--- src/flash_host_pkg.sv ---
// Constants shared by the flash pin controller and its testbench.
// Assumes a 100 MHz core clock; all pin timings are counted in it.
`default_nettype none
package flash_host_pkg;
	// ==========================================
	// Clock and pin timing
	localparam int CLK_PERIOD_NS          = 10;
	localparam int SELECT_ACCESS_TIME_NS  = 45;
	localparam int RESET_PULSE_WIDTH_NS   = 500;
	localparam int RESET_HIGH_TO_READ_NS  = 50;
	localparam int RESET_READY_NS         = 20000;
	localparam int ACCESS_CYC   = (SELECT_ACCESS_TIME_NS + CLK_PERIOD_NS - 1) / CLK_PERIOD_NS;
	localparam int RPULSE_CYC   = (RESET_PULSE_WIDTH_NS + CLK_PERIOD_NS - 1) / CLK_PERIOD_NS;
	localparam int RHREAD_CYC   = (RESET_HIGH_TO_READ_NS + CLK_PERIOD_NS - 1) / CLK_PERIOD_NS;
	localparam int READY_CYC    = (RESET_READY_NS + CLK_PERIOD_NS - 1) / CLK_PERIOD_NS;
	localparam int CNT_W        = 16;
	// ==========================================
	// Controller register offsets
	localparam logic [7:0] CTRL_OFS   = 8'h00;
	localparam logic [7:0] ADDR_OFS   = 8'h04;
	localparam logic [7:0] WDATA_OFS  = 8'h08;
	localparam logic [7:0] RDATA_OFS  = 8'h0c;
	localparam logic [7:0] STATUS_OFS = 8'h10;
	// CTRL fields
	localparam int CTRL_GO_BIT    = 0;
	localparam int CTRL_WRITE_BIT = 1;
	localparam int CTRL_RESET_BIT = 2;
	localparam int CTRL_WORD_BIT  = 3;
	localparam int CTRL_ID_BIT    = 4;
	localparam int CTRL_TOPB_BIT  = 5;
	localparam logic [31:0] CTRL_RESET_VAL = 32'h0000_0008;
	// STATUS fields
	localparam int ST_BUSY_BIT   = 0;
	localparam int ST_RYBY_BIT   = 1;
	localparam int ST_SECT_LSB   = 4;
	// ==========================================
	// Autoselect address fields
	localparam int AS_A6 = 6;
	localparam logic [1:0] AS_MFR  = 2'b00;
	localparam logic [1:0] AS_DEV  = 2'b01;
	localparam logic [1:0] AS_PROT = 2'b10;
	typedef enum logic [2:0] {
		ST_IDLE, ST_ACCESS, ST_WRITE, ST_RPULSE, ST_RWAIT, ST_RHREAD
	} fsm_t;
endpackage : flash_host_pkg
`default_nettype wire

--- src/sector_decode.sv ---
// Sector number from address bits 17..12 for top- or bottom-boot parts.
// Assumes the part's boot variant is given by software.
`default_nettype none
module sector_decode (
	input  wire logic [5:0] a_hi,
	input  wire logic       top_boot,
	output logic      [3:0] sector
);
	// ==========================================
	// Decode; unlisted bits are don't-care
	always_comb begin
		sector = 4'h0;
		if (top_boot) begin
			if (a_hi[5:3] != 3'b111) sector = {1'b0, a_hi[5:3]};
			else if (!a_hi[2])       sector = 4'h7;
			else if (a_hi[1:0] == 2'b00) sector = 4'h8;
			else if (a_hi[1:0] == 2'b01) sector = 4'h9;
			else                     sector = 4'ha;
		end else begin
			if (a_hi[5:3] != 3'b000) sector = {1'b0, a_hi[5:3]} + 4'd3;
			else if (a_hi[2])        sector = 4'h3;
			else if (!a_hi[1])       sector = 4'h0;
			else if (!a_hi[0])       sector = 4'h1;
			else                     sector = 4'h2;
		end
	end
endmodule : sector_decode
`default_nettype wire

--- src/flash_host.sv ---
// Host-side pin controller for a boot-sector parallel flash; AHB-Lite slave.
// Assumes the flash is the only device on its pins and holds its data pins per its modes.
// Functional notes
// - After standby exit wait full select access time before sampling data.
// - Software should restart interrupted program or erase after reset.
// - Wait reset-high-to-read delay before first read after reset.
// - Elevated voltage on address 9 enables equipment autoselect.
// - Autoselect: A6 low; A1:A0 select maker, device, protection.
`default_nettype none
module flash_host (
	input  wire logic        core_clk,
	input  wire logic        rstn,
	input  wire logic        hsel,
	input  wire logic [31:0] haddr,
	input  wire logic [1:0]  htrans,
	input  wire logic        hwrite,
	input  wire logic [2:0]  hsize,
	input  wire logic [31:0] hwdata,
	input  wire logic        hready,
	output logic      [31:0] hrdata,
	output logic             hreadyout,
	output logic             hresp,
	output logic             chip_select_n,
	output logic             output_enable_n,
	output logic             write_enable_n,
	output logic             hw_reset_n,
	output logic             byte_mode_n,
	output logic      [17:0] addr,
	output logic             id_high_voltage,
	output logic      [15:0] data_o,
	output logic      [15:0] data_oe,
	input  wire logic [15:0] data_i,
	input  wire logic        ready_busy_n
);
	// ==========================================
	// Reset synchroniser
	logic rst_meta_q, rst_sync_q;
	always_ff @(posedge core_clk or negedge rstn) begin
		if (!rstn) begin
			rst_meta_q <= 1'b0;
			rst_sync_q <= 1'b0;
		end else begin
			rst_meta_q <= 1'b1;
			rst_sync_q <= rst_meta_q;
		end
	end
	wire logic rst_n = rst_sync_q;

	// ==========================================
	// Bus address phase capture
	logic       ph_valid_q, ph_write_q;
	logic [7:0] ph_addr_q;
	logic       ph_valid_d, ph_write_d;
	logic [7:0] ph_addr_d;
	always_comb begin
		ph_valid_d = hsel && htrans[1] && hready;
		ph_write_d = hwrite;
		ph_addr_d  = haddr[7:0];
	end
	always_ff @(posedge core_clk or negedge rst_n) begin
		if (!rst_n) begin
			ph_valid_q <= 1'b0;
			ph_write_q <= 1'b0;
			ph_addr_q  <= 8'h00;
		end else begin
			ph_valid_q <= ph_valid_d;
			ph_write_q <= ph_write_d;
			ph_addr_q  <= ph_addr_d;
		end
	end

	// ==========================================
	// Registers and pin sequencer
	flash_host_pkg::fsm_t st_q, st_d;
	logic [31:0] ctrl_q, ctrl_d;
	logic [18:0] faddr_q, faddr_d;
	logic [15:0] wdat_q, wdat_d, rdat_q, rdat_d;
	logic [flash_host_pkg::CNT_W-1:0] cnt_q, cnt_d;
	logic [31:0] hrdata_d;
	logic [3:0]  sector;
	wire logic busy = (st_q != flash_host_pkg::ST_IDLE);
	wire logic wr_en = ph_valid_q && ph_write_q;
	wire logic word_md = ctrl_q[flash_host_pkg::CTRL_WORD_BIT];
	// Sector bits follow the pins: ADDR bit 0 is the extra low bit in byte mode
	wire logic [5:0] sect_bits = word_md ? faddr_q[17:12] : faddr_q[18:13];

	sector_decode u_dec (
		.a_hi     (sect_bits),
		.top_boot (ctrl_q[flash_host_pkg::CTRL_TOPB_BIT]),
		.sector   (sector)
	);

	always_comb begin
		st_d    = st_q;
		ctrl_d  = ctrl_q;
		faddr_d = faddr_q;
		wdat_d  = wdat_q;
		rdat_d  = rdat_q;
		cnt_d   = (cnt_q != '0) ? cnt_q - 1'b1 : cnt_q;
		ctrl_d[flash_host_pkg::CTRL_GO_BIT]    = 1'b0;
		ctrl_d[flash_host_pkg::CTRL_RESET_BIT] = 1'b0;
		if (wr_en) begin
			unique case (ph_addr_q)
				flash_host_pkg::CTRL_OFS:  ctrl_d  = hwdata;
				flash_host_pkg::ADDR_OFS:  faddr_d = hwdata[18:0];
				flash_host_pkg::WDATA_OFS: wdat_d  = hwdata[15:0];
				default: ;
			endcase
		end
		unique case (st_q)
			flash_host_pkg::ST_IDLE: begin
				if (ctrl_q[flash_host_pkg::CTRL_RESET_BIT]) begin
					st_d  = flash_host_pkg::ST_RPULSE;
					cnt_d = flash_host_pkg::CNT_W'(flash_host_pkg::RPULSE_CYC);
				end else if (ctrl_q[flash_host_pkg::CTRL_GO_BIT]) begin
					if (ctrl_q[flash_host_pkg::CTRL_WRITE_BIT]) begin
						st_d  = flash_host_pkg::ST_WRITE;
						cnt_d = flash_host_pkg::CNT_W'(flash_host_pkg::ACCESS_CYC);
					end else begin
						st_d  = flash_host_pkg::ST_ACCESS;
						cnt_d = flash_host_pkg::CNT_W'(flash_host_pkg::ACCESS_CYC);
					end
				end
			end
			flash_host_pkg::ST_ACCESS: if (cnt_q == '0) begin
				// Autoselect returns only the low byte meaningfully
				if (ctrl_q[flash_host_pkg::CTRL_ID_BIT] || !word_md)
					rdat_d = {8'h00, data_i[7:0]};
				else
					rdat_d = data_i;
				st_d = flash_host_pkg::ST_IDLE;
			end
			flash_host_pkg::ST_WRITE: if (cnt_q == '0) st_d = flash_host_pkg::ST_IDLE;
			flash_host_pkg::ST_RPULSE: if (cnt_q == '0) begin
				st_d  = flash_host_pkg::ST_RWAIT;
				cnt_d = flash_host_pkg::CNT_W'(flash_host_pkg::READY_CYC);
			end
			// Wait busy to clear and the full idle completion time to elapse
			flash_host_pkg::ST_RWAIT: if (ready_busy_n && cnt_q == '0) begin
				st_d  = flash_host_pkg::ST_RHREAD;
				cnt_d = flash_host_pkg::CNT_W'(flash_host_pkg::RHREAD_CYC);
			end
			flash_host_pkg::ST_RHREAD: if (cnt_q == '0) st_d = flash_host_pkg::ST_IDLE;
			default: st_d = flash_host_pkg::ST_IDLE;
		endcase
		hrdata_d = 32'h0000_0000;
		unique case (ph_addr_d)
			flash_host_pkg::CTRL_OFS:   hrdata_d = ctrl_d;
			flash_host_pkg::ADDR_OFS:   hrdata_d = {13'h0000, faddr_d};
			flash_host_pkg::WDATA_OFS:  hrdata_d = {16'h0000, wdat_d};
			flash_host_pkg::RDATA_OFS:  hrdata_d = {16'h0000, rdat_d};
			flash_host_pkg::STATUS_OFS: hrdata_d = {24'h0, sector, 2'b00, ready_busy_n,
				(st_d != flash_host_pkg::ST_IDLE)};
			default: ;
		endcase
	end

	always_ff @(posedge core_clk or negedge rst_n) begin
		if (!rst_n) begin
			st_q    <= flash_host_pkg::ST_IDLE;
			ctrl_q  <= flash_host_pkg::CTRL_RESET_VAL;
			faddr_q <= 19'h00000;
			wdat_q  <= 16'h0000;
			rdat_q  <= 16'h0000;
			cnt_q   <= '0;
			hrdata  <= 32'h0000_0000;
		end else begin
			st_q    <= st_d;
			ctrl_q  <= ctrl_d;
			faddr_q <= faddr_d;
			wdat_q  <= wdat_d;
			rdat_q  <= rdat_d;
			cnt_q   <= cnt_d;
			hrdata  <= hrdata_d;
		end
	end

	// ==========================================
	// Bus answer: zero wait, always OKAY
	assign hreadyout = 1'b1;
	assign hresp     = 1'b0;

	// ==========================================
	// Pin drive; deselect between accesses is standby
	logic [17:0] addr_pin;
	always_comb begin
		addr_pin = word_md ? faddr_q[17:0] : faddr_q[18:1];
		if (ctrl_q[flash_host_pkg::CTRL_ID_BIT]) begin
			addr_pin[flash_host_pkg::AS_A6] = 1'b0;
			addr_pin[11:7] = 5'h00;                 // Don't-care bits 11..7 held quiet; 5..2 pass through
		end
	end
	assign addr            = addr_pin;
	assign chip_select_n   = !(st_q == flash_host_pkg::ST_ACCESS || st_q == flash_host_pkg::ST_WRITE);
	assign output_enable_n = (st_q != flash_host_pkg::ST_ACCESS);
	assign write_enable_n  = !(st_q == flash_host_pkg::ST_WRITE && cnt_q != '0);
	assign hw_reset_n      = (st_q != flash_host_pkg::ST_RPULSE);
	assign byte_mode_n     = word_md;
	// High voltage on A9 only for equipment-form identification
	assign id_high_voltage = ctrl_q[flash_host_pkg::CTRL_ID_BIT] && !busy ? 1'b0 :
		ctrl_q[flash_host_pkg::CTRL_ID_BIT];
	// Byte mode: DQ15 carries the lowest address bit, 8..14 undriven
	always_comb begin
		data_o  = 16'h0000;
		data_oe = 16'h0000;
		if (st_q == flash_host_pkg::ST_WRITE) begin
			data_o  = word_md ? wdat_q : {8'h00, wdat_q[7:0]};
			data_oe = word_md ? 16'hffff : 16'h00ff;
		end
		if (!word_md) begin
			data_o[15]  = faddr_q[0];
			data_oe[15] = 1'b1;
		end
	end

	// ==========================================
	// Checks
	property p_rpulse;
		@(posedge core_clk) disable iff (!rst_n)
		$fell(hw_reset_n) |-> !hw_reset_n [*8];
	endproperty
	a_rpulse: assert property (p_rpulse) else $error("reset pulse too short");
	property p_oe_cs;
		@(posedge core_clk) disable iff (!rst_n)
		!output_enable_n |-> !chip_select_n && hw_reset_n && write_enable_n;
	endproperty
	a_oe_cs: assert property (p_oe_cs) else $error("read without select");
	property p_access;
		@(posedge core_clk) disable iff (!rst_n)
		$fell(output_enable_n) |-> !output_enable_n [*5];
	endproperty
	a_access: assert property (p_access) else $error("read shorter than access time");
	property p_a6;
		@(posedge core_clk) disable iff (!rst_n)
		ctrl_q[flash_host_pkg::CTRL_ID_BIT] |-> !addr[flash_host_pkg::AS_A6];
	endproperty
	a_a6: assert property (p_a6) else $error("A6 high in autoselect");
	property p_rh;
		@(posedge core_clk) disable iff (!rst_n)
		$rose(hw_reset_n) |-> output_enable_n [*6];
	endproperty
	a_rh: assert property (p_rh) else $error("read too soon after reset");
	property p_busywait;
		@(posedge core_clk) disable iff (!rst_n)
		st_q == flash_host_pkg::ST_RWAIT && !ready_busy_n |=> st_q == flash_host_pkg::ST_RWAIT;
	endproperty
	a_busywait: assert property (p_busywait) else $error("left reset while busy");
	property p_byte15;
		@(posedge core_clk) disable iff (!rst_n)
		!byte_mode_n |-> data_oe[15] && data_oe[14:8] == 7'h00 && data_o[15] == faddr_q[0];
	endproperty
	a_byte15: assert property (p_byte15) else $error("byte mode pins wrong");
	property p_nowrite_oe;
		@(posedge core_clk) disable iff (!rst_n)
		!output_enable_n |-> data_oe[7:0] == 8'h00;
	endproperty
	a_nowrite_oe: assert property (p_nowrite_oe) else $error("drive during read");
endmodule : flash_host
`default_nettype wire

--- config.mk ---
export PLATFORM = sky130hd
export DESIGN_NAME = flash_host
export DESIGN_NICKNAME = d
export VERILOG_FILES = /design/src/flash_host_pkg.sv /design/src/sector_decode.sv /design/src/flash_host.sv
export SDC_FILE = /design/constraint.sdc
export NUM_CORES = 1
export LEC_CHECK = 0
export BUFFER_PORTS_ARGS = -buffer_cell sky130_fd_sc_hd__buf_2
export CORE_ASPECT_RATIO = 0.7
export CORE_MARGIN = 2
export CORE_UTILIZATION = 35
export DETAILED_ROUTE_END_ITERATION = 10
export SLEW_MARGIN = 10
export SYNTH_ARGS = -nofsm -noshare
export SYNTH_HDL_FRONTEND = slang
export SYNTH_SLANG_ARGS = --single-unit
--- constraint.sdc ---
create_clock -name core_clk -period 5.95 [get_ports core_clk]
set_input_delay 1.19 -clock core_clk [delete_from_list [all_inputs] [get_ports core_clk]]
set_output_delay 1.19 -clock core_clk [all_outputs]
set_load 0.1 [all_outputs]
== Yosys cells after proc, flatten, opt, wreduce, memory -nomap -nowiden ==
Index checks and enable logic that the tools add are counted.
Word-level totals
  logic and storage cells: 93
  input bits: 91
  register bits: 146
Cells by class
  muxes and demuxes: 42
  add/subtract/negate cells: 2
  reduce and logical (&&, ||, !) cells: 22
  eq/ne operators: 15
Operator list (count)
  $mux W16: 14
  $pmux W32 S5: 1
  $mux W32: 2
  $pmux W16 S3: 1
  $mux W19: 2
  $mux W4: 7
  $eq A8 B4 Y1 const B: 3
  $mux W18: 1
  $eq A8 B3 Y1 const B: 2
  $logic_not A16 Y1: 1
  $logic_not A8 Y1: 2
  $reduce_bool A16 Y1: 1
  $sub A16 B1 Y16 const B: 1
  $mux W3: 5
  $mux W6: 2
  $pmux W3 S4: 1
  $reduce_bool A3 Y1: 3
  $eq A8 B5 Y1 const B: 1
  $eq A3 B2 Y1 const B: 2
  $eq A3 B3 Y1 const B: 2
  $logic_and A1 B1 Y1: 6
  $mux W2: 3
  $add A3 B2 Y4 const B: 1
  $logic_not A1 Y1: 4
  10 further kinds: 13

== Depth between registers and ports, before layout ==
Gate-level depths: netlist of the first run.
  depth after elaboration: 8
  depth in mapped cells: 10
  mapped depth without buffers: 9

== Cells and area by module ==
From an unflattened synthesis of the first run, not the netlist that was laid out.
Second synthesis, totals
  cells, all modules: 605
  area total of the unflattened synthesis: 6575.1 um2
Modules (own cells, without submodules)
  flash_host: cells an instance 580, times used 1, area an instance 6391.1 um2
  sector_decode: cells an instance 25, times used 1, area an instance 183.9 um2

== Worst setup path after synthesis of the first run ==
OpenSTA, ideal clock, no wires.
  path kind: flip-flop to output port
  from: register st_q[1]
  to: output port data_oe[10]
  cell stages (with the launch flop): 6
  slack: 1.329 ns
  required time: 4.760 ns
  arrival: 3.431 ns
  cell sequence: dfrtp_1 -> clkbuf_1 -> nor3b_1 -> clkbuf_1 -> and2_1 -> buf_4
On the way
  word-level cells in the longest chain between the ends: 2
RTL lines
  start, declared: line flash_host.sv:74  | flash_host_pkg::fsm_t st_q, st_d;
  start signal, assigned: line flash_host.sv:160  | st_q <= flash_host_pkg::ST_IDLE;
  start signal, assigned: line flash_host.sv:168  | st_q <= st_d;
  $eq A3 B2 Y1: line flash_host.sv:206  | if (st_q == flash_host_pkg::ST_WRITE) begin
  $mux W16: line flash_host.sv:206
  end, declared: line flash_host.sv:31  | output logic [15:0] data_oe,
No other way between the ends.

== Worst setup path in the final report of the first run ==
  from: register st_q[1]
  to: output port data_o[15]
On the way
  word-level cells in the longest chain between the ends: 3
RTL lines
  $eq A3 B2 Y1: line flash_host.sv:206
  $mux W16: line flash_host.sv:206
  $mux W1: line flash_host.sv:210  | if (!word_md) begin
  end, declared: line flash_host.sv:30  | output logic [15:0] data_o,
No other way between the ends.

==> results of run 1 <==
cells by family after synthesis:
group	share of synthesized area
mux	0.135
flops	0.544
other cells	0.00112
fa+ha+maj	0.00745
xor+xnor	0.0117
buf+inv	0.0449
compound gates	0.0909
simple gates	0.164
cells in the final DEF, fill, tap and decap left out, types with 13 or more instances in the layout:
cell	count
clkbuf_16	17
mux2_2	61
dfrtp_1	144
o21ai_0	19
buf_2	150
nor2_1	30
nand3_1	15
a21oi_1	13
and2_1	23
inv_1	16
nand2_1	62
power groups by stage:
stage                     Sequential [W]  Clock (W)  Combinational [W]
after floorplan                  0.00112          0           0.000222
after global placement           0.00112          0           0.000301
after detailed placement         0.00112          0           0.000303
after CTS                        0.00110    0.00117           0.000304
after global routing             0.00112    0.00122           0.000328
final                            0.00110    0.00115           0.000303
registers in the layout (all words and copies together) (netlist names):
name	cells
cnt_q	16
ctrl_q	32
faddr_q	19
hrdata	32
ph_addr_q	8
ph_valid_q	1
ph_write_q	1
rdat_q	16
rst_meta_q	1
rst_n	1
st_q	3
wdat_q	16
cell type report:
type | count | share of cell area
Multi-Input combinational cell | 385 | 0.338
Sequential cell | 146 | 0.446
Tap cell | 242 | 0.0369
Inverter | 16 | 0.00732
Clock inverter | 15 | 0.0250
Antenna cell | 1 | 0.000305
Clock buffer | 17 | 0.0519
Timing Repair Buffer | 154 | 0.0952
stage by stage:
step,instances,total power [W]
5_1_grt,975,0.00266
6_report,976,0.00255
2_1_floorplan,592,0.00134
3_3_place_gp,943,0.00142
3_5_place_dp,943,0.00142
4_1_cts,975,0.00258
path summary, 6_finish.rpt:
path | from | cells after the start | endpoint | slack [ps]
worst max-delay path | st_q[1] | 5 | data_o[15] | 2020
max in group asynchronous | rst_n | 1 | ctrl_q[21] | 4340
min in group core_clk | rst_meta_q | 0 | rst_n | 350
worst max register to register | cnt_q[12] | 6 | hrdata[4] | 2860
worst min register to register | rst_n | 0 | hrdata[11] | 340
worst min-delay path | rst_n | 0 | hrdata[11] | 340
layer usage:
layer  track usage  vias up
met1         0.281     2463
met4        0.0534        0
li1              -     2332
met5             0        -
met2         0.254      156
met3        0.0429       16
==> results.py, run 1 <==
metrics = {
    "cts": {
        "ctsHoldBuffers": 0,
        "clock_sinks": 146,
        "cts-root-buf": "clkbuf_16",
        "path_clk_slew_ps": 70,
        "cts_buffers": 17,
        "cts_tree": "built",
        "clockBufferDepth": 2,
        "cts_resized": 0,
        "postCtsSetupBuffers": 0,
        "clock_latency_ps": 420,
        "cts_max_level": 4,
    },
    "grt": {
        "antenna_found_initial": 1,
        "grt_pass1_vias": 4781,
        "grt-ovfl-total": 0,
        "gr-usage-all-layers": 0.183,
        "grt_max_degree": 63,
        "grt_pass1_wl_um": 27900,
    },
    "yosys": {
        "synth_top_cell_area_share": 0.540,
        "synthArstFlopShare": 1.00,
        "netlist_area_mm2": 0.00672,
        "ys_types": 68,
        "synth_top_area_cell": "dfrtp_1",
        "synth.area.top_cells": "dfrtp_1 54%, mux2_2 10%, nand2_1 3.5%",
        "ys_seq_elements": 146,
        "synth_warnings": 0,
        "yosysSeqAreaShare": 0.544,
        "synthTopCellsByCount": "145 x dfrtp_1, 62 x nand2_1, 61 x mux2_2, 30 x nor2_1, 23 x and2_1",
        "ys.flop_type": "dfrtp_1",
        "synthMostInstantiatedCell": "dfrtp_1",
        "avgSynthCellArea_um2": 11.4,
        "synthCells": 591,
        "synth_edf_count": 0,
    },
    "setup_path": {
        "arrival_ps": 2740,
        "cp_cell_sequence": "nor3b_2 > buf_4 > nand3_1 > o21ai_0 > buf_2",
        "crit_required_ps": 4760,
        "path_delay_family": "buffers and inverters",
        "worstPathBufferInverterCount": 2,
        "slowest_delay_ps": 710,
        "start_kind": "register",
        "cp_max_fo": 16,
        "cpMaxStageDelayCell": "nor3b_2",
        "worstSetupEndpointType": "output port",
        "criticalPathCategory": "register to output port",
    },
    "finish": {
        "drive_gt1_frac": 0.356,
        "area_growth_pct": 22.1,
        "fillers": 1775,
        "design_area_mm2": 0.00820,
        "fin_util": 0.435,
        "ff_latch_area_mm2": 0.00366,
        "multi_input_area_mm2": 0.00277,
        "fin_nets": 815,
    },
    "floorplan": {
        "coreArea_mm2": 0.0189,
        "io_pins": 181,
        "die_w_um": 170,
        "rows": 42,
        "start_util": 0.356,
        "die_y_um": 120,
        "dieArea_mm2": 0.0203,
    },
    "route": {
        "drt-met1-wl_um": 9070,
        "wl_per_cell_um": 18.4,
        "drt_pass1_iterations": 6,
        "met2_length_um": 7520,
        "routed_wl_um": 17900,
        "antenna_left": 0,
        "vias_per_cell": 5.09,
        "drc": 0,
        "highest_layer": "met4",
        "initialDrtViolationCount": 373,
        "wl_met3_um": 1120,
        "vias": 4967,
    },
    "power": {
        "seq_power_share": 0.432,
        "power.leakage_nw": 4.05,
        "ir_worst_vdd_uv": 141,
        "combPwrFrac": 0.119,
        "switching_share": 0.275,
        "powerDensity_mw_per_mm2": 311,
        "switching_power_w": 0.000702,
        "clkPwrFrac": 0.449,
        "p_int_w": 0.00185,
    },
    "sta": {
        "hold_viol_final": 0,
        "rsz0062_at_grt": "false",
        "maxSlewViolCount": 0,
        "tns_ps": 0,
        "fin_hold_ws_ps": 343,
        "setup_slack_ps": 2020,
        "period_share": 0.660,
        "maxSlewHeadroom": 0.262,
        "setup_violations": 0,
        "clock_skew_ps": 9.05,
        "worstMarginPinSlew_ps": 1090,
        "fin_crit_ps": 3930,
        "fmax_mhz": 255,
    },
    "run": {
        "cap_violations": 0,
    },
    "place": {
        "placed_cell_area_mm2": 0.00757,
        "port_buffers": 150,
        "hpwl_um": 12700,
        "gp_congestion": 0.832,
        "pre_cts_ws_ps": 2360,
    },
    "outcome": {
        "status": "complete, no violations",
    },
    "worst_hold_path": {
        "hp-class": "register to asynchronous set/reset pin",
    },
}
(Power assumes the default switching activity.)
==> inputs of run 2 (changes only) <==
Settings changed: ABC_AREA set to 1.
Clock period 5.95 ns to 3.8 ns, I/O delays scaled along.
==> run 2 against run 1 <==
Net effect: global-route usage increased by 0.86 points; die area increased by 9.5%; register-to-register slack got worse by 1600 ps; combinational power increased to 9.1 times the previous value; clock skew increased by 1.9 ps; power increased by 150%; critical path depth increased by 4; synthesized cell count increased by 57%; largest power group is now combinational cells; worst setup slack got worse by 1700 ps; critical path type unchanged; sequential cell count unchanged.
==> results.py, run 2 <==
metrics = {
    "route": {
        "antenna_left": 0,
        "vias": 6238,
        "initialDrtViolationCount": 414,
        "drc": 0,
        "drt_pass1_iterations": 5,
        "routed_wl_um": 20300,
        "vias_per_cell": 4.59,
        "wl_per_cell_um": 15.0,
    },
    "setup_path": {
        "start_kind": "register",
        "worstSetupEndpointType": "output port",
        "arrival_ps": 2710,
        "crit_required_ps": 3040,
        "criticalPathCategory": "register to output port",
        "cp_max_fo": 11,
    },
    "place": {
        "gp_congestion": 0.890,
        "hpwl_um": 14700,
        "port_buffers": 150,
    },
    "sta": {
        "worstMarginPinSlew_ps": 941,
        "hold_viol_final": 0,
        "rsz0062_at_grt": "false",
        "setup_violations": 0,
        "period_share": 0.913,
        "fmax_mhz": 288,
        "fin_crit_ps": 3470,
        "maxSlewHeadroom": 0.370,
        "tns_ps": 0,
        "clock_skew_ps": 10.9,
        "maxSlewViolCount": 0,
    },
    "grt": {
        "gr-usage-all-layers": 0.191,
        "antenna_found_initial": 1,
        "grt_pass1_vias": 5881,
        "grt_pass1_wl_um": 32500,
        "grt_max_degree": 68,
        "grt-ovfl-total": 0,
    },
    "cts": {
        "path_clk_slew_ps": 60,
        "clockBufferDepth": 2,
        "cts_tree": "built",
        "clock_sinks": 146,
        "cts-root-buf": "clkbuf_16",
        "cts_buffers": 17,
        "cts_resized": 0,
        "cts_max_level": 4,
        "postCtsSetupBuffers": 0,
        "clock_latency_ps": 420,
        "ctsHoldBuffers": 0,
    },
    "power": {
        "power.leakage_nw": 5.16,
        "powerDensity_mw_per_mm2": 707,
        "ir_worst_vdd_uv": 669,
    },
    "finish": {
        "fin_nets": 1163,
        "final_common_cell": "nand2_1",
        "area_growth_pct": 21.9,
        "drive_gt1_frac": 0.225,
        "fin_util": 0.434,
        "fillers": 2159,
        "largestRegisters": "ctrl_q (32), hrdata (32), faddr_q (19)",
        "layout_common_cells": "248 x nand2_1, 150 x inv_1, 150 x buf_2",
    },
    "floorplan": {
        "dieArea_mm2": 0.0223,
        "io_pins": 181,
        "coreArea_mm2": 0.0207,
        "start_util": 0.356,
        "die_w_um": 177,
        "die_y_um": 125,
        "rows": 44,
    },
    "run": {
        "cap_violations": 0,
    },
    "yosys": {
        "avgSynthCellArea_um2": 7.93,
        "synthTopCellsByCount": "248 x nand2_1, 150 x inv_1, 145 x dfrtp_1, 94 x nor2_1, 44 x o21ai_0",
        "yosysSeqAreaShare": 0.496,
        "synth.area.top_cells": "dfrtp_1 49%, nand2_1 13%, inv_1 7.6%",
        "synth_top_cell_area_share": 0.492,
        "synth_top_area_cell": "dfrtp_1",
        "netlist_area_mm2": 0.00737,
        "synth_edf_count": 0,
        "ys_types": 41,
        "synthMostInstantiatedCell": "nand2_1",
        "synthCells": 930,
        "ys_seq_elements": 146,
        "synth_warnings": 0,
        "ys.flop_type": "dfrtp_1",
        "synthArstFlopShare": 1.00,
    },
    "outcome": {
        "status": "complete, no violations",
    },
    "worst_hold_path": {
        "hp-class": "input pin to asynchronous set/reset pin",
    },
}
run 2: cell count changes after synthesis, sizes merged, moves of 19 or more:
cell    delta
o211ai    +19
nand2    +195
nand3     +25
inv      +139
o21ai     +46
o21a      +19
nor2      +76
mux2      -70
run 2: power by group:
| group | internal (W) | switching (W) |
|---|---|---|
| Sequential | 0.00173 | 0.000133 |
| Combinational | 0.000519 | 0.00224 |
| Clock | 0.00105 | 0.000688 |
| Total | 0.00329 | 0.00306 |
run 2: cells by family (layout without fill, tap and decap cells):
kind of cell	Yosys count	count (layout)	synth area share
and+or+nand+nor	441	441	0.263
adders and majority gates	4	4	0.00679
buffers and inverters	198	348	0.113
AOI/OAI and AO/OA	126	126	0.105
other	2	4	0.00102
DFF	146	146	0.496
xor gates and xnor gates	13	13	0.0154
run 2: final timing paths:
| check | endpoint | depth (start not counted) | slack (ps) | from |
|---|---|---|---|---|
| setup / recovery | data_o[15] | 9 | 330 | st_q[1] |
| hold / removal | rst_n | 1 | 110 | rstn |
| setup reg to reg | hrdata[6] | 10 | 1290 | ctrl_q[3] |
| hold reg to reg | rst_n | 0 | 350 | rst_meta_q |
| max in group asynchronous | ph_addr_q[5] | 1 | 2470 | rst_n |
| min in group core_clk | rst_n | 0 | 350 | rst_meta_q |
run 2: stage by stage:
stage / cells / power [W] / setup slack [ps] / area [um2] / hold slack (ps)
global route: 1358 / 0.00668 / 87.4 / 8990 / 89.8
floorplan: 931 / 0.00432 / -153 / 7450 / 331
detailed placement: 1325 / 0.00465 / 727 / 8390 / 339
CTS: 1357 / 0.00640 / 269 / 8990 / 94.7
finish: 1358 / 0.00635 / 329 / 8990 / 110
global placement: 1325 / 0.00463 / 767 / 8390 / 333
run 2: cell type report:
cell class / count / area (um2) / area share
flip-flops and latches: 146 / 3660 / 0.407
multi-input cells: 587 / 2960 / 0.329
repair buffers: 160 / 838 / 0.0932
inverters: 156 / 586 / 0.0651
clock buffers: 19 / 443 / 0.0493
well taps: 276 / 345 / 0.0384
clock inverters: 13 / 159 / 0.0177
diodes: 1 / 2.50 / 0.000278
run 2: critical path, stage by stage, from the launching register on:
cell and delay (ps):
dfrtp_1 460, inv_1 110, nor2_2 160, inv_1 90, nor2_4 180, inv_2 170
nor2_4 220, inv_2 220, o22ai_2 190, buf_2 460
run 2: per-layer routing:
| layer | vias to the layer above | global-route usage | wire, um |
|---|---|---|---|
| met5 | - | 0 | 0 |
| met4 | 0 | 0.0492 | 299 |
| met3 | 22 | 0.0459 | 1150 |
| met2 | 167 | 0.265 | 8300 |
| met1 | 2906 | 0.296 | 10600 |
| li1 | 3143 | - | - |
==> inputs of run 3 (changes only) <==
Settings changed: CTS_BUF_LIST set to sky130_fd_sc_hd__clkbuf_4 sky130_fd_sc_hd__clkbuf_8.
==> run 3 against run 2 <==
Net effect: final cell count did not move; sequential power is essentially flat; sequential share of layout area grew 0.87 points; non-clock buffer count unchanged; worst hold slack worse by 47 ps; critical path type unchanged; critical endpoint unchanged.
==> results.py, run 3 (synthesis gave the netlist of run 2 again) <==
metrics = {
    "run": {
        "cap_violations": 0,
    },
    "cts": {
        "ctsHoldBuffers": 0,
        "path_clk_slew_ps": 80,
        "cts_resized": 0,
        "cts-root-buf": "clkbuf_8",
        "clock_sinks": 146,
        "cts_tree": "built",
        "postCtsSetupBuffers": 0,
        "cts_buffers": 17,
        "clockBufferDepth": 2,
        "clock_latency_ps": 460,
        "cts_max_level": 4,
    },
    "power": {
        "switching_share": 0.508,
        "powerDensity_mw_per_mm2": 673,
        "p_int_w": 0.00291,
        "switching_power_w": 0.00301,
        "power.leakage_nw": 5.07,
        "seq_power_share": 0.313,
        "ir_worst_vdd_uv": 669,
        "combPwrFrac": 0.466,
        "clkPwrFrac": 0.221,
    },
    "sta": {
        "fin_hold_ws_ps": 63.1,
        "setup_violations": 0,
        "hold_viol_final": 0,
        "fmax_mhz": 282,
        "period_share": 0.934,
        "setup_slack_ps": 251,
        "worstMarginPinSlew_ps": 919,
        "rsz0062_at_grt": "false",
        "clock_skew_ps": 17.3,
        "maxSlewViolCount": 0,
        "fin_crit_ps": 3550,
        "maxSlewHeadroom": 0.387,
    },
    "setup_path": {
        "cp_max_fo": 11,
        "crit_required_ps": 3040,
        "arrival_ps": 2790,
        "rrSetupSlack_ps": 1310,
        "criticalPathCategory": "register to output port",
        "start_kind": "register",
        "worstSetupEndpointType": "output port",
    },
    "finish": {
        "multi_input_area_mm2": 0.00296,
        "ff_latch_area_mm2": 0.00366,
        "drive_gt1_frac": 0.226,
        "largestRegisters": "ctrl_q (32), hrdata (32), faddr_q (19)",
        "fin_nets": 1163,
        "area_growth_pct": 19.4,
        "fillers": 2191,
        "layout_common_cells": "248 x nand2_1, 150 x inv_1, 150 x buf_2",
        "final_common_cell": "nand2_1",
    },
    "grt": {
        "grt_busiest_layer": "met1",
        "grt_pass1_wl_um": 32100,
        "antenna_found_initial": 1,
        "met2_usage": 0.259,
        "groute.layer.met3.usage": 0.0450,
        "grt_max_degree": 68,
        "grt-ovfl-total": 0,
        "grt_pass1_vias": 5815,
        "gr-usage-all-layers": 0.190,
        "grt_use_met1": 0.294,
    },
    "place": {
        "pre_cts_ws_ps": 727,
        "gp_congestion": 0.890,
        "port_buffers": 150,
        "hpwl_um": 14700,
    },
    "route": {
        "drt_pass1_iterations": 5,
        "antenna_left": 0,
        "vias_per_cell": 4.53,
        "wl_per_cell_um": 14.8,
        "routed_wl_um": 20100,
        "initialDrtViolationCount": 351,
        "drc": 0,
        "vias": 6146,
    },
    "floorplan": {
        "die_y_um": 125,
        "rows": 44,
        "start_util": 0.356,
        "coreArea_mm2": 0.0207,
        "dieArea_mm2": 0.0223,
        "die_w_um": 177,
        "io_pins": 181,
    },
    "worst_hold_path": {
        "hp-class": "input pin to asynchronous set/reset pin",
    },
    "outcome": {
        "status": "complete, no violations",
    },
}
run 3: cell counts in the layout (fill, tap and decap cells not counted):
No cell type changed its count.
run 3: layout make-up:
cell class                 instances  share of cell area
inverter                         156              0.0665
sequential                       146               0.416
antenna                            1            0.000284
multi-input combinational        587               0.336
tap                              276              0.0392
timing repair buffer             160              0.0952
clock buffer                      19              0.0290
clock inverter                    13              0.0181
run 3: worst max-delay path: stages, from the launching register on:
cell,delay (ps)
dfrtp_1,480
inv_1,110
nor2_2,160
inv_1,90
nor2_4,190
inv_2,180
nor2_4,230
inv_2,220
o22ai_2,200
buf_2,470
run 3: per-layer routing:
metal | vias to the layer above | share of wire
met5 | - | 0
met4 | 0 | 0.016
met3 | 19 | 0.058
met2 | 161 | 0.40
met1 | 2818 | 0.52
li1 | 3148 | -
run 3: path summary, 6_finish.rpt:
check / startpoint / endpoint / depth (start not counted)
max reg2reg: ctrl_q[3] / hrdata[6] / 10
min reg2reg: rst_meta_q / rst_n / 0
min: rstn / rst_n / 1
max: st_q[1] / data_o[15] / 9
max in group asynchronous: rst_n / ph_addr_q[5] / 1
min in group core_clk: rst_meta_q / rst_n / 0
run 3: power by group through the flow:
stage               sequential, W  clock [W]  combinational (W)
CTS                       0.00186    0.00133            0.00277
global route              0.00188    0.00142            0.00294
floorplan                 0.00188          0            0.00245
detailed placement        0.00188          0            0.00277
finish                    0.00186    0.00131            0.00276
global placement          0.00188          0            0.00275
run 3: per-stage QoR:
stage	util	area [um2]	TNS (ps)	cells	total power (W)
after floorplan	-	7450	-153	931	0.00432
after global placement	0.405	8390	0	1325	0.00463
after detailed placement	0.405	8390	0	1325	0.00465
after CTS	0.425	8800	0	1357	0.00596
after global routing	0.425	8800	0	1358	0.00624
final	0.425	8800	0	1358	0.00592
